**config.mk**
```make
export PLATFORM = sky130hd
export DESIGN_NAME = srpc_ctrl
export DESIGN_NICKNAME = d
export VERILOG_FILES = /design/src/hw/srpc_pkg.sv /design/src/hw/srpc_nv_store.sv /design/src/hw/srpc_ctrl.sv
export VERILOG_INCLUDE_DIRS = /design/src /design/src/hw
export SDC_FILE = /design/constraint.sdc
export NUM_CORES = 1
export LEC_CHECK = 0
export ABC_AREA = 0
export BUFFER_PORTS_ARGS = -buffer_cell sky130_fd_sc_hd__buf_2
export CAP_MARGIN = 20
export CORE_UTILIZATION = 45
export CTS_BUF_LIST = sky130_fd_sc_hd__clkbuf_2
export DETAILED_ROUTE_END_ITERATION = 16
export PLACE_DENSITY_LB_ADDON = 0.15
export SETUP_SLACK_MARGIN = 0.4
export SKIP_CTS_REPAIR_TIMING = 1
export SLEW_MARGIN = 10
export SYNTH_ARGS = -nofsm -noshare
export SYNTH_HDL_FRONTEND = slang
export SYNTH_SLANG_ARGS = --single-unit
```
**constraint.sdc**
```tcl
create_clock -name CLK -period 6.65 [get_ports CLK]
set_input_delay 0.665 -clock CLK [delete_from_list [all_inputs] [get_ports CLK]]
set_output_delay 0.665 -clock CLK [all_outputs]
set_load 0.03 [all_outputs]
```
**src/hw/srpc_consts.svh**
```systemverilog
// Constants for the soft reload partition controller
`ifndef SRPC_CONSTS_SVH
`define SRPC_CONSTS_SVH

// Special register space
`define SRPC_SFR_SPACE_BIT  7
`define SRPC_ADDR_TA_KEY    8'hC7
`define SRPC_ADDR_MEM_CTL   8'hC6
`define SRPC_ADDR_RANGE_CTL 8'hD8
`define SRPC_ADDR_PWR_CTL   8'h87

// Timed-access key bytes and window
`define SRPC_TA_KEY1        8'hAA
`define SRPC_TA_KEY2        8'h55
`define SRPC_TA_WINDOW      3'h3

// Memory control register fields
`define SRPC_MC_PSEL_HI     7
`define SRPC_MC_PSEL_LO     4
`define SRPC_MC_PAE_BIT     1
`define SRPC_MC_MISC_MASK   8'h0D
`define SRPC_PSEL_ZERO      4'h0
`define SRPC_PSEL_FULL      4'hF
`define SRPC_PSEL_RST       4'h8

// Range and port control register fields
`define SRPC_RC_NAE_BIT     4
`define SRPC_RC_MISC_MASK   8'hEF

// Power control register fields
`define SRPC_PC_STOP_BIT    1
`define SRPC_PC_PFIE_BIT    3
`define SRPC_PC_WDTE_BIT    2
`define SRPC_PC_MISC_MASK   8'hF1

// Memory map figures
`define SRPC_PART_OVR       17'h00800
`define SRPC_PART_NAE       17'h01000
`define SRPC_RANGE_NAE      17'h10000
`define SRPC_PART_TOP       17'h0FFFF
`define SRPC_PART_LOW_PAD   12'h000

`endif

```
**src/hw/srpc_pkg.sv**
```systemverilog
// Types for the soft reload partition controller
package srpc_pkg;
  typedef enum logic [1:0] {
    TA_IDLE,
    TA_GOT_KEY1,
    TA_OPEN
  } srpc_ta_state_t;

  typedef logic [3:0]  srpc_psel_t;
  typedef logic [16:0] srpc_addr_t;
endpackage

```
**src/hw/srpc_nv_store.sv**
```systemverilog
// Battery-backed holding register for the partition select field
`timescale 1ns/1ps
`include "srpc_consts.svh"

module srpc_nv_store (
  input  wire logic               clk,
  input  wire logic               nv_nrst,
  input  wire logic               load,
  input  wire srpc_pkg::srpc_psel_t load_val,
  output srpc_pkg::srpc_psel_t    psel
);

  srpc_pkg::srpc_psel_t psel_ff;

  // Loaded with 8 only by the battery-domain reset, never by the CPU reset
  always_ff @(posedge clk or negedge nv_nrst) begin
    if (!nv_nrst) begin
      psel_ff <= `SRPC_PSEL_RST;
    end else if (load) begin
      psel_ff <= load_val;
    end
  end

  assign psel = psel_ff;

endmodule // srpc_nv_store

```
**src/hw/srpc_ctrl.sv**
```systemverilog
// Partition access control with timed-access protected special registers
`timescale 1ns/1ps
`include "srpc_consts.svh"

// How it works
// - While partition access enable is set and nonpartitionable access enable clear, partition is fixed at 0800h.
// - Partition select writes accepted while enable set; used after enable clears.
// - Partition access enable is memory control bit 1, timed-access protected.
// - During override in the partitionable map, addresses at or above 0800h are data and not fetchable.
// - During override, lowest 2kB stays executable program memory; all else unchanged.
// - External data moves reach RAM from partition up to below range.
// - Writes into the current program memory area are blocked; the code blocks them in the partitionable map only.
// - Clearing enable with unchanged select restores the earlier partition.
// - Variant without enable bit protects the partition select field by timed access.
// - Writing all-zero partition select is rejected.
// - Nonpartitionable access enable, range control bit 4, forces 64kB partitionable map.
// - With nonpartitionable access enable set, partition is 1000h.
// - Nonpartitionable access enable changes only after a timed-access sequence.
// - Stop bit, power control bit 1, changes only after timed access.
// - Power control bit 3 enables power-fail interrupt, bit 2 watchdog.
// - Special registers decode at 80h to FFh.
// - Partition select kept in battery-backed storage across CPU reset.
// - Partition select sits in memory control bits 7 to 4.

module srpc_ctrl (
  input  wire logic        CLK,
  input  wire logic        NRST,
  input  wire logic        NV_NRST,
  input  wire logic        NO_PAE_VARIANT,
  input  wire logic        CFG_PARTITIONABLE,
  input  wire logic [16:0] CFG_RANGE_ADDR,
  input  wire logic        SFR_WR,
  input  wire logic        SFR_RD,
  input  wire logic [7:0]  SFR_ADDR,
  input  wire logic [7:0]  SFR_WDATA,
  output logic [7:0]       SFR_RDATA,
  output logic             SFR_HIT,
  input  wire logic        FETCH_REQ,
  input  wire logic [15:0] FETCH_ADDR,
  output logic             FETCH_OK,
  input  wire logic        DATA_RD,
  input  wire logic        DATA_WR,
  input  wire logic [15:0] DATA_ADDR,
  output logic             DATA_OK,
  output logic             DATA_WR_BLOCKED,
  output logic             EXP_BUS_SEL,
  output logic [16:0]      PARTITION_ADDR,
  output logic             MAP_PARTITIONABLE,
  output logic             PART_ACCESS_EN,
  output logic             NONPART_ACCESS_EN,
  output logic             STOP_MODE,
  output logic             PFAIL_INT_EN,
  output logic             WDT_EN
);

  ////////////////////////////////////////////////////////////////////////////
  // Functions

  // Partition select code to partition address
  function automatic srpc_pkg::srpc_addr_t part_addr(input srpc_pkg::srpc_psel_t sel);
    if (sel == `SRPC_PSEL_FULL) begin
      part_addr = `SRPC_PART_TOP;
    end else begin
      part_addr = {1'b0, sel, `SRPC_PART_LOW_PAD};
    end
  endfunction

  // Special register decode within 80h..FFh
  function automatic logic sfr_is(input logic [7:0] addr, input logic [7:0] target);
    sfr_is = addr[`SRPC_SFR_SPACE_BIT] && (addr == target);
  endfunction

  ////////////////////////////////////////////////////////////////////////////
  // Declarations

  srpc_pkg::srpc_ta_state_t ta_state_ff;
  srpc_pkg::srpc_ta_state_t nxt_ta_state;
  logic [2:0]               ta_cnt_ff;
  logic [2:0]               nxt_ta_cnt;
  logic                     ta_open;
  logic                     pae_ff;
  logic                     nae_ff;
  logic                     stop_ff;
  logic                     pfie_ff;
  logic                     wdte_ff;
  logic [7:0]               mc_misc_ff;
  logic [7:0]               rc_misc_ff;
  logic [7:0]               pc_misc_ff;
  logic [7:0]               rdata_ff;
  logic                     hit_ff;
  logic                     fetch_ok_ff;
  logic                     data_ok_ff;
  logic                     wr_blk_ff;
  logic                     exp_ff;
  logic                     wr_ta;
  logic                     wr_mc;
  logic                     wr_rc;
  logic                     wr_pc;
  logic                     wr_prot;
  logic                     psel_load;
  srpc_pkg::srpc_psel_t     psel;
  srpc_pkg::srpc_psel_t     wr_psel;
  srpc_pkg::srpc_addr_t     eff_part;
  srpc_pkg::srpc_addr_t     eff_range;
  srpc_pkg::srpc_addr_t     fetch_a;
  srpc_pkg::srpc_addr_t     data_a;
  logic                     partitionable;
  logic                     pae_active;

  ////////////////////////////////////////////////////////////////////////////
  // Register decode

  assign wr_ta   = SFR_WR && sfr_is(SFR_ADDR, `SRPC_ADDR_TA_KEY);
  assign wr_mc   = SFR_WR && sfr_is(SFR_ADDR, `SRPC_ADDR_MEM_CTL);
  assign wr_rc   = SFR_WR && sfr_is(SFR_ADDR, `SRPC_ADDR_RANGE_CTL);
  assign wr_pc   = SFR_WR && sfr_is(SFR_ADDR, `SRPC_ADDR_PWR_CTL);
  assign wr_prot = wr_mc || wr_rc || wr_pc;
  assign wr_psel = SFR_WDATA[`SRPC_MC_PSEL_HI:`SRPC_MC_PSEL_LO];

  ////////////////////////////////////////////////////////////////////////////
  // Timed-access key tracker

  assign ta_open = (ta_state_ff == srpc_pkg::TA_OPEN);

  always_comb begin
    nxt_ta_state = ta_state_ff;
    nxt_ta_cnt   = ta_cnt_ff;
    case (ta_state_ff)
      srpc_pkg::TA_IDLE: begin
        if (wr_ta && (SFR_WDATA == `SRPC_TA_KEY1)) begin
          nxt_ta_state = srpc_pkg::TA_GOT_KEY1;
        end
      end
      srpc_pkg::TA_GOT_KEY1: begin
        if (wr_ta && (SFR_WDATA == `SRPC_TA_KEY2)) begin
          nxt_ta_state = srpc_pkg::TA_OPEN;
          nxt_ta_cnt   = `SRPC_TA_WINDOW;
        end else if (SFR_WR) begin
          nxt_ta_state = srpc_pkg::TA_IDLE;
        end
      end
      srpc_pkg::TA_OPEN: begin
        // Window closes on a protected write, a new key, or timeout
        if (wr_prot || wr_ta || (ta_cnt_ff == 3'h1)) begin
          nxt_ta_state = srpc_pkg::TA_IDLE;
          nxt_ta_cnt   = 3'h0;
        end else begin
          nxt_ta_cnt = ta_cnt_ff - 3'h1;
        end
      end
      default: begin
        nxt_ta_state = srpc_pkg::TA_IDLE;
        nxt_ta_cnt   = 3'h0;
      end
    endcase
  end

  always_ff @(posedge CLK or negedge NRST) begin
    if (!NRST) begin
      ta_state_ff <= srpc_pkg::TA_IDLE;
      ta_cnt_ff   <= 3'h0;
    end else begin
      ta_state_ff <= nxt_ta_state;
      ta_cnt_ff   <= nxt_ta_cnt;
    end
  end

  ////////////////////////////////////////////////////////////////////////////
  // Memory control register

  // Select accepted while enable set, or by timed access in the variant
  assign psel_load = wr_mc
                  && (wr_psel != `SRPC_PSEL_ZERO)
                  && (NO_PAE_VARIANT ? ta_open : pae_ff);

  srpc_nv_store u_nv_store (
    .clk      (CLK),
    .nv_nrst  (NV_NRST),
    .load     (psel_load),
    .load_val (wr_psel),
    .psel     (psel)
  );

  always_ff @(posedge CLK or negedge NRST) begin
    if (!NRST) begin
      pae_ff <= 1'b0;
    end else if (wr_mc && ta_open && !NO_PAE_VARIANT) begin
      pae_ff <= SFR_WDATA[`SRPC_MC_PAE_BIT];
    end
  end

  always_ff @(posedge CLK or negedge NRST) begin
    if (!NRST) begin
      mc_misc_ff <= 8'h00;
    end else if (wr_mc) begin
      mc_misc_ff <= SFR_WDATA & `SRPC_MC_MISC_MASK;
    end
  end

  ////////////////////////////////////////////////////////////////////////////
  // Range and port control register

  always_ff @(posedge CLK or negedge NRST) begin
    if (!NRST) begin
      nae_ff <= 1'b0;
    end else if (wr_rc && ta_open) begin
      nae_ff <= SFR_WDATA[`SRPC_RC_NAE_BIT];
    end
  end

  always_ff @(posedge CLK or negedge NRST) begin
    if (!NRST) begin
      rc_misc_ff <= 8'h00;
    end else if (wr_rc) begin
      rc_misc_ff <= SFR_WDATA & `SRPC_RC_MISC_MASK;
    end
  end

  ////////////////////////////////////////////////////////////////////////////
  // Power control register

  always_ff @(posedge CLK or negedge NRST) begin
    if (!NRST) begin
      stop_ff <= 1'b0;
    end else if (wr_pc && ta_open) begin
      stop_ff <= SFR_WDATA[`SRPC_PC_STOP_BIT];
    end
  end

  always_ff @(posedge CLK or negedge NRST) begin
    if (!NRST) begin
      pfie_ff    <= 1'b0;
      wdte_ff    <= 1'b0;
      pc_misc_ff <= 8'h00;
    end else if (wr_pc) begin
      pfie_ff    <= SFR_WDATA[`SRPC_PC_PFIE_BIT];
      wdte_ff    <= SFR_WDATA[`SRPC_PC_WDTE_BIT];
      pc_misc_ff <= SFR_WDATA & `SRPC_PC_MISC_MASK;
    end
  end

  ////////////////////////////////////////////////////////////////////////////
  // Register read-back

  always_ff @(posedge CLK or negedge NRST) begin
    if (!NRST) begin
      rdata_ff <= 8'h00;
      hit_ff   <= 1'b0;
    end else if (SFR_RD) begin
      hit_ff   <= 1'b1;
      rdata_ff <= 8'h00;
      if (sfr_is(SFR_ADDR, `SRPC_ADDR_MEM_CTL)) begin
        rdata_ff <= mc_misc_ff;
        rdata_ff[`SRPC_MC_PSEL_HI:`SRPC_MC_PSEL_LO] <= psel;
        rdata_ff[`SRPC_MC_PAE_BIT] <= pae_ff;
      end else if (sfr_is(SFR_ADDR, `SRPC_ADDR_RANGE_CTL)) begin
        rdata_ff <= rc_misc_ff;
        rdata_ff[`SRPC_RC_NAE_BIT] <= nae_ff;
      end else if (sfr_is(SFR_ADDR, `SRPC_ADDR_PWR_CTL)) begin
        rdata_ff <= pc_misc_ff;
        rdata_ff[`SRPC_PC_STOP_BIT] <= stop_ff;
        rdata_ff[`SRPC_PC_PFIE_BIT] <= pfie_ff;
        rdata_ff[`SRPC_PC_WDTE_BIT] <= wdte_ff;
      end else if (!sfr_is(SFR_ADDR, `SRPC_ADDR_TA_KEY)) begin
        hit_ff <= 1'b0;
      end
    end else begin
      hit_ff <= 1'b0;
    end
  end

  ////////////////////////////////////////////////////////////////////////////
  // Effective memory map

  assign pae_active    = pae_ff && !NO_PAE_VARIANT;
  assign partitionable = CFG_PARTITIONABLE || nae_ff;
  assign eff_range     = nae_ff ? `SRPC_RANGE_NAE : CFG_RANGE_ADDR;

  // Override partitions win over the stored select, which is kept intact
  always_comb begin
    if (nae_ff) begin
      eff_part = `SRPC_PART_NAE;
    end else if (pae_active) begin
      eff_part = `SRPC_PART_OVR;
    end else begin
      eff_part = part_addr(psel);
    end
  end

  assign fetch_a = {1'b0, FETCH_ADDR};
  assign data_a  = {1'b0, DATA_ADDR};

  ////////////////////////////////////////////////////////////////////////////
  // Access decisions

  always_ff @(posedge CLK or negedge NRST) begin
    if (!NRST) begin
      fetch_ok_ff <= 1'b0;
    end else if (FETCH_REQ) begin
      if (partitionable) begin
        fetch_ok_ff <= fetch_a < eff_part;
      end else begin
        fetch_ok_ff <= fetch_a < eff_range;
      end
    end else begin
      fetch_ok_ff <= 1'b0;
    end
  end

  always_ff @(posedge CLK or negedge NRST) begin
    if (!NRST) begin
      data_ok_ff <= 1'b0;
      wr_blk_ff  <= 1'b0;
      exp_ff     <= 1'b0;
    end else if (DATA_RD || DATA_WR) begin
      exp_ff <= data_a >= eff_range;
      if (partitionable) begin
        data_ok_ff <= (data_a >= eff_part) && (data_a < eff_range);
        wr_blk_ff  <= DATA_WR && (data_a < eff_part);
      end else begin
        data_ok_ff <= data_a < eff_range;
        wr_blk_ff  <= 1'b0;
      end
    end else begin
      data_ok_ff <= 1'b0;
      wr_blk_ff  <= 1'b0;
      exp_ff     <= 1'b0;
    end
  end

  ////////////////////////////////////////////////////////////////////////////
  // Outputs

  assign SFR_RDATA         = rdata_ff;
  assign SFR_HIT           = hit_ff;
  assign FETCH_OK          = fetch_ok_ff;
  assign DATA_OK           = data_ok_ff;
  assign DATA_WR_BLOCKED   = wr_blk_ff;
  assign EXP_BUS_SEL       = exp_ff;
  assign PARTITION_ADDR    = eff_part;
  assign MAP_PARTITIONABLE = partitionable;
  assign PART_ACCESS_EN    = pae_ff;
  assign NONPART_ACCESS_EN = nae_ff;
  assign STOP_MODE         = stop_ff;
  assign PFAIL_INT_EN      = pfie_ff;
  assign WDT_EN            = wdte_ff;

endmodule // srpc_ctrl

```
Word-level counts from Yosys, hierarchy flattened
Index checks and enable logic that the tools add are counted.
Widths: inputs -> output; s select.

word-level totals
  bits in registers = 42
  bits in read-only memories = 0
  bits of input ports = 75
  latch bits = 0
  memory bits (writable) = 0
  memories kept = 0

operators by class
  multiplexer cells = 28
  bitwise operators = 1
  reduce and logical (&&, ||, !) cells = 30
  shift-type cells = 0
  multiply operators = 0
  add/subtract/negate cells = 1
  divide/modulo/power cells = 0
  order comparisons = 6
  equal/unequal tests = 14

operator list
  kind                 number
  $lt 16x17->1         4
  $mux 16              3
  $eq 8x8->1 const B   5
  $ge 16x17->1         2
  $mux 8               3
  $logic_and 1x1->1    19
  $mux 17              1
  $mux 1               13
  $pmux 3 s3           1
  $eq 8x7->1 const B   1
  $mux 2               4
  $logic_or 1x1->1     6
  $mux 3               2
  $pmux 2 s3           1
  $eq 4x4->1 const B   1
  $ne 2x2->1 const B   2
  $reduce_bool 4->1    1
  $eq 3x1->1 const B   1
  $ne 3x3->1 const B   1
  $reduce_and 3->1     1
  $sub 3x1->3 const B  1
  $eq 2x1->1 const B   1
  $eq 2x2->1 const B   1
  $logic_not 2->1      1
  4 further kinds      4

Depth between registers and ports, before layout
  depth after elaboration = 9
  gate-level depth with buffers = 9
  depth with buffers taken out = 9

Hierarchy
Synthesis repeated with hierarchy kept, for this count alone.

unflattened totals
  cell total of the unflattened synthesis = 367
  area, all modules = 3588.4 sq um

by module, submodules not included
  module         area an instance (sq um)  instances  cells each  sequential area each (sq um)
  srpc_ctrl      3442.1                    1          359         950.9
  srpc_nv_store  146.4                     1          8           101.3

Worst setup path before layout
OpenSTA, ideal clock, no wires.

  path type = input-to-reg
  from = input NO_PAE_VARIANT
  to = register fetch_ok_ff (netlist: FETCH_OK)
  stages on the path = 9
  slack = 2.490 ns
  buffers on the path = 0
  arrival = 4.017 ns
  setup time = 0.143 ns
  cells stage by stage = nor2b_1 nor3_1 inv_1 ha_1 a211oi_1 o21bai_1 a41oi_1 a2111oi_0 o22ai_1

on the way
  cells in the longest elaborated chain, start to end = 7

ends and longest elaborated chain
  item                         RTL line          source
  start: declaration           srpc_ctrl.sv:29   input wire logic NO_PAE_VARIANT,
  $logic_not 1->1              srpc_ctrl.sv:275  assign pae_active = pae_ff && !NO_PAE_VARIANT;
  $logic_and 1x1->1            srpc_ctrl.sv:275
  $mux 16                      srpc_ctrl.sv:283  end else if (pae_active) begin
  $mux 16                      srpc_ctrl.sv:281  if (nae_ff) begin
  named net PARTITION_ADDR[0]  srpc_ctrl.sv:47   output logic [16:0] PARTITION_ADDR,
  $lt 16x17->1                 srpc_ctrl.sv:301  fetch_ok_ff <= fetch_a < eff_part;
  $mux 1                       srpc_ctrl.sv:300  if (partitionable) begin
  $mux 1                       srpc_ctrl.sv:299  end else if (FETCH_REQ) begin
  end signal: assignment       srpc_ctrl.sv:301
  end signal: assignment       srpc_ctrl.sv:303  fetch_ok_ff <= fetch_a < eff_range;
  end: declaration             srpc_ctrl.sv:91   logic fetch_ok_ff;

The timed path passes the listed nets, and every way through them passes these cells.
A chain may end at the register's enable or synchronous reset.

Final worst setup path
  from = register nae_ff (netlist: NONPART_ACCESS_EN)
  to = register fetch_ok_ff (netlist: FETCH_OK)

on the way
  cells in the longest elaborated chain, start to end = 4
  elaborated cells between the ends (all ways) = 7
  classes of those cells = 2 x order compare; 4 x mux; 1 x reduce/logical

ends and longest elaborated chain
  item                                RTL line                            source
  start: declaration                  srpc_ctrl.sv:82                     logic nae_ff;
  start signal: assignment            srpc_ctrl.sv:207                    nae_ff <= SFR_WDATA[`SRPC_RC_NAE_BIT];
  $mux 17 or $mux 16 (tied branches)  srpc_ctrl.sv:277, srpc_ctrl.sv:281
  $lt 16x17->1 (on tied branches)     srpc_ctrl.sv:303, srpc_ctrl.sv:301
  $mux 1 *                            srpc_ctrl.sv:300
  $mux 1 *                            srpc_ctrl.sv:299

Every way passes the cells marked *; elsewhere a longest branch is shown, timed or not.

==> impl_summary.log <==
INFO  metric max_fo_critical_path = 26
INFO  metric grt_pass1_vias = 3147
INFO  metric synthDominantAreaCellType = dfrtp_1
INFO  metric maxCapViolCount = 0
INFO  metric post-place-cells = 570
INFO  metric detail_route.first_pass.iterations = 4
INFO  metric status = finished clean
INFO  metric die_width = 91.3 um
INFO  metric drt_drc_violations_left = 0
INFO  metric asyncSetResetFlopFracSynth = 1.00
INFO  metric critical_path_class = reg -> reg
INFO  metric drt_wl_total = 8.98 mm
INFO  metric dominant_cells_by_area_after_synthesis = dfrtp_1 29%, ha_1 23%, mux2_2 6.0%, nand2b_1 3.1%, a21oi_1 2.9%
INFO  metric category_of_the_worst_setup_path_capture_point = flop
INFO  metric placement_rows = 32
INFO  metric p_int = 0.351 mW
INFO  metric share_seq_of_total_power = 0.512
INFO  metric power-per-cell-area = 126 mW/mm^2
INFO  metric post_synth_most_frequent_cells = 67 x ha_1, 41 x dfrtp_1, 24 x nand2_1
INFO  metric power.static_leakage = 2.17 nW
INFO  metric design.core.area = 0.00773 mm^2
INFO  metric tns = 0 ns
INFO  metric routed_wire_length_per_instance = 15.5 um
INFO  metric fmaxAchievable = 331 MHz
INFO  metric design.portCount = 111
INFO  metric synth_enable_flop_cells = 0
INFO  metric floorplan.initialDensity = 0.465
INFO  metric post_synth_instance_area = 0.00359 mm^2
INFO  metric clock_tree_from_tritoncts = done
INFO  metric cts_inserted_buffers = 5
INFO  metric rsz_0062_raised_after_global_routing = false
INFO  metric ctsRootBufferMaster = clkbuf_2
INFO  metric clkPwrFrac = 0.225
INFO  metric worst_slew_pin_slew = 0.948 ns
INFO  metric data_required_critical_path = 6.97 ns
INFO  metric multi_input_comb_area = 0.00236 mm^2
INFO  metric fin_cells = 579
INFO  metric layout_setup_ws = 3.63 ns
INFO  metric dpl.hpwl = 7.37 mm
INFO  metric die_area = 0.00834 mm^2
INFO  metric grt.total_usage = 0.226
INFO  metric slew_headroom = 0.366
INFO  metric num-fill-cells = 738
INFO  metric syn-num-nets = 519
INFO  metric yosys_warnings = 0
INFO  metric number_of_antenna_cells_inserted = 0
INFO  metric cts_htree_levels = 2
INFO  metric timing.final.crit_period = 3.02 ns
INFO  metric synth_top_area_frac = 0.286
INFO  metric insertion_delay = 0.43 ns
INFO  metric net_load_switching_power = 0.179 mW
INFO  metric cts_buffer_depth = 2
INFO  metric synthMostInstantiatedCell = ha_1
INFO  metric layout_worst_path_cycle_share = 0.455
INFO  metric layout_overhead_on_the_synthesized_area = 17.3%
INFO  metric critical_path_at = 3.34 ns
INFO  metric netlist_instances = 377
INFO  metric layout.nets = 618
INFO  metric p_sw_frac = 0.337
INFO  metric hold_path_class = in -> async
INFO  metric synth_sequential_area_ratio = 0.293
INFO  metric synth.distinct_cells = 53
INFO  metric main_flop_type_after_synthesis = dfrtp_1
INFO  metric worst_ir_drop_vdd = 0.0609 mV
INFO  metric power.share.combinational = 0.264
INFO  metric antenna_violations_before_repair = 0
INFO  metric clock_tree_skew_after_final_layout = 0.0159 ns
INFO  metric drt.antenna.violating_nets = 0
INFO  metric grt_pass1_wl = 15.1 mm
INFO  metric gp_routability_congestion = 0.839
INFO  metric synth.ff_latch_count = 42
INFO  metric post_synth.cell_area_avg = 9.53 um^2
INFO  metric die-height = 91.3 um
INFO  metric grt_overflow_total = 0
INFO  metric grt_start_max_net_pins = 39
INFO  metric final_max_slew_viol_count = 0
INFO  metric placement.io_buffers = 109
INFO  metric dr_vias = 3204
INFO  metric area.sequential = 0.00105 mm^2
INFO  metric dp_slack = 3.48 ns
INFO  metric numClockSinks = 42
INFO  metric path_clk_slew = 0.25 ns
INFO  metric drive_gt1_frac = 0.300
INFO  metric report.final.setup_viol = 0
INFO  metric report.final.hold_viol_count = 0
INFO  metric drt_iter0_markers = 101
INFO  metric post_drt_via_cell_ratio = 5.53
INFO  metric worstSetupStartpointType = flop
-- path summary, 6_finish.rpt --
| path | slack (ns) | start | depth (start not counted) | end |
|---|---|---|---|---|
| min in group CLK | 0.49 | DATA_RD | 2 | EXP_BUS_SEL |
| max in group asynchronous | 5.81 | NRST | 1 | ta_state_ff[0] |
| worst min-delay path | 0.30 | NRST | 1 | rc_misc_ff[3] |
| worst max-delay path | 3.63 | NONPART_ACCESS_EN | 9 | FETCH_OK |
| worst max register to register | 3.63 | NONPART_ACCESS_EN | 9 | FETCH_OK |
| worst min register to register | 0.54 | pc_misc_ff[7] | 1 | pc_misc_ff[7] |
-- stage by stage --
| stage | util | power, mW | instance area [um^2] | hold slack (ns) |
|---|---|---|---|---|
| 2_1_floorplan | - | 0.354 | 3590 | 0.369 |
| 6_report | 0.545 | 0.530 | 4220 | 0.302 |
| 5_1_grt | 0.545 | 0.563 | 4220 | 0.359 |
| 3_3_place_gp | 0.538 | 0.410 | 4160 | 0.480 |
| 3_5_place_dp | 0.538 | 0.415 | 4160 | 0.481 |
| 4_1_cts | 0.544 | 0.532 | 4210 | -0.00378 |
-- routing by layer --
layer / GRT usage / vias to the layer above / part of all wire
li1: - / 1609 / -
met1: 0.325 / 1502 / 0.49
met2: 0.359 / 84 / 0.47
met3: 0.0343 / 9 / 0.039
met4: 0.0463 / 0 / 0.0078
met5: 0 / - / 0
-- critical path, stage by stage, from the launching register on --
cell       delay, ns
dfrtp_1         0.85
nor3_1          0.14
buf_4           0.21
inv_1           0.53
ha_1            0.29
o21ai_0         0.10
o21bai_1        0.21
a41oi_1         0.07
a2111oi_0       0.38
o22ai_1         0.14
-- placed cells by master (no fill, tap or decap), types with 4 or more instances in the layout --
cell,Yosys,routed
mux2_2,19,19
o31ai_1,4,4
nor3_1,4,4
nor2_1,23,23
a211oi_1,7,7
nor2b_1,5,5
a21o_1,9,9
ha_1,67,67
a21oi_1,21,21
nand2_1,24,24
and3_1,5,5
a31oi_1,10,10
a22o_1,4,4
o22ai_1,4,4
clkbuf_2,0,5
nand2b_1,18,18
o21ai_0,13,13
a22oi_1,7,7
buf_2,1,109
nand3_1,10,10
nand4_1,8,8
inv_1,17,17
dfrtp_1,41,41
-- sequential cells by signal (all words and copies together) (netlist names), 2 cells and up --
name,count
SFR_RDATA,8
rc_misc_ff,7
pc_misc_ff,5
u_nv_store.psel,4
mc_misc_ff,3
ta_cnt_ff,3
ta_state_ff,2
-- cells by family (layout without fill, tap and decap cells) --
logic type / Yosys count / after routing / share of synthesized area
AOI/OAI and AO/OA: 95 / 95 / 0.176
adders and majority gates: 67 / 67 / 0.233
buffers and inverters: 36 / 136 / 0.0495
DFF: 42 / 42 / 0.293
muxes: 21 / 21 / 0.0665
other: 1 / 1 / 0.00104
and+or+nand+nor: 115 / 115 / 0.181
-- area by class of cell --
class	instances	area share
multi-input combinational	299	0.560
sequential	42	0.250
timing repair buffer	111	0.134
tap	102	0.0303
inverter	17	0.0151
clock buffer	5	0.00594
clock inverter	3	0.00505
-- power by group through the flow --
stage | logic [mW] | clock network, mW | registers [mW]
final | 0.140 | 0.119 | 0.271
after global routing | 0.159 | 0.131 | 0.273
after CTS | 0.140 | 0.121 | 0.271
after detailed placement | 0.139 | 0 | 0.276
after global placement | 0.134 | 0 | 0.275
after floorplan | 0.0671 | 0 | 0.287
(Power assumes the default switching activity.)
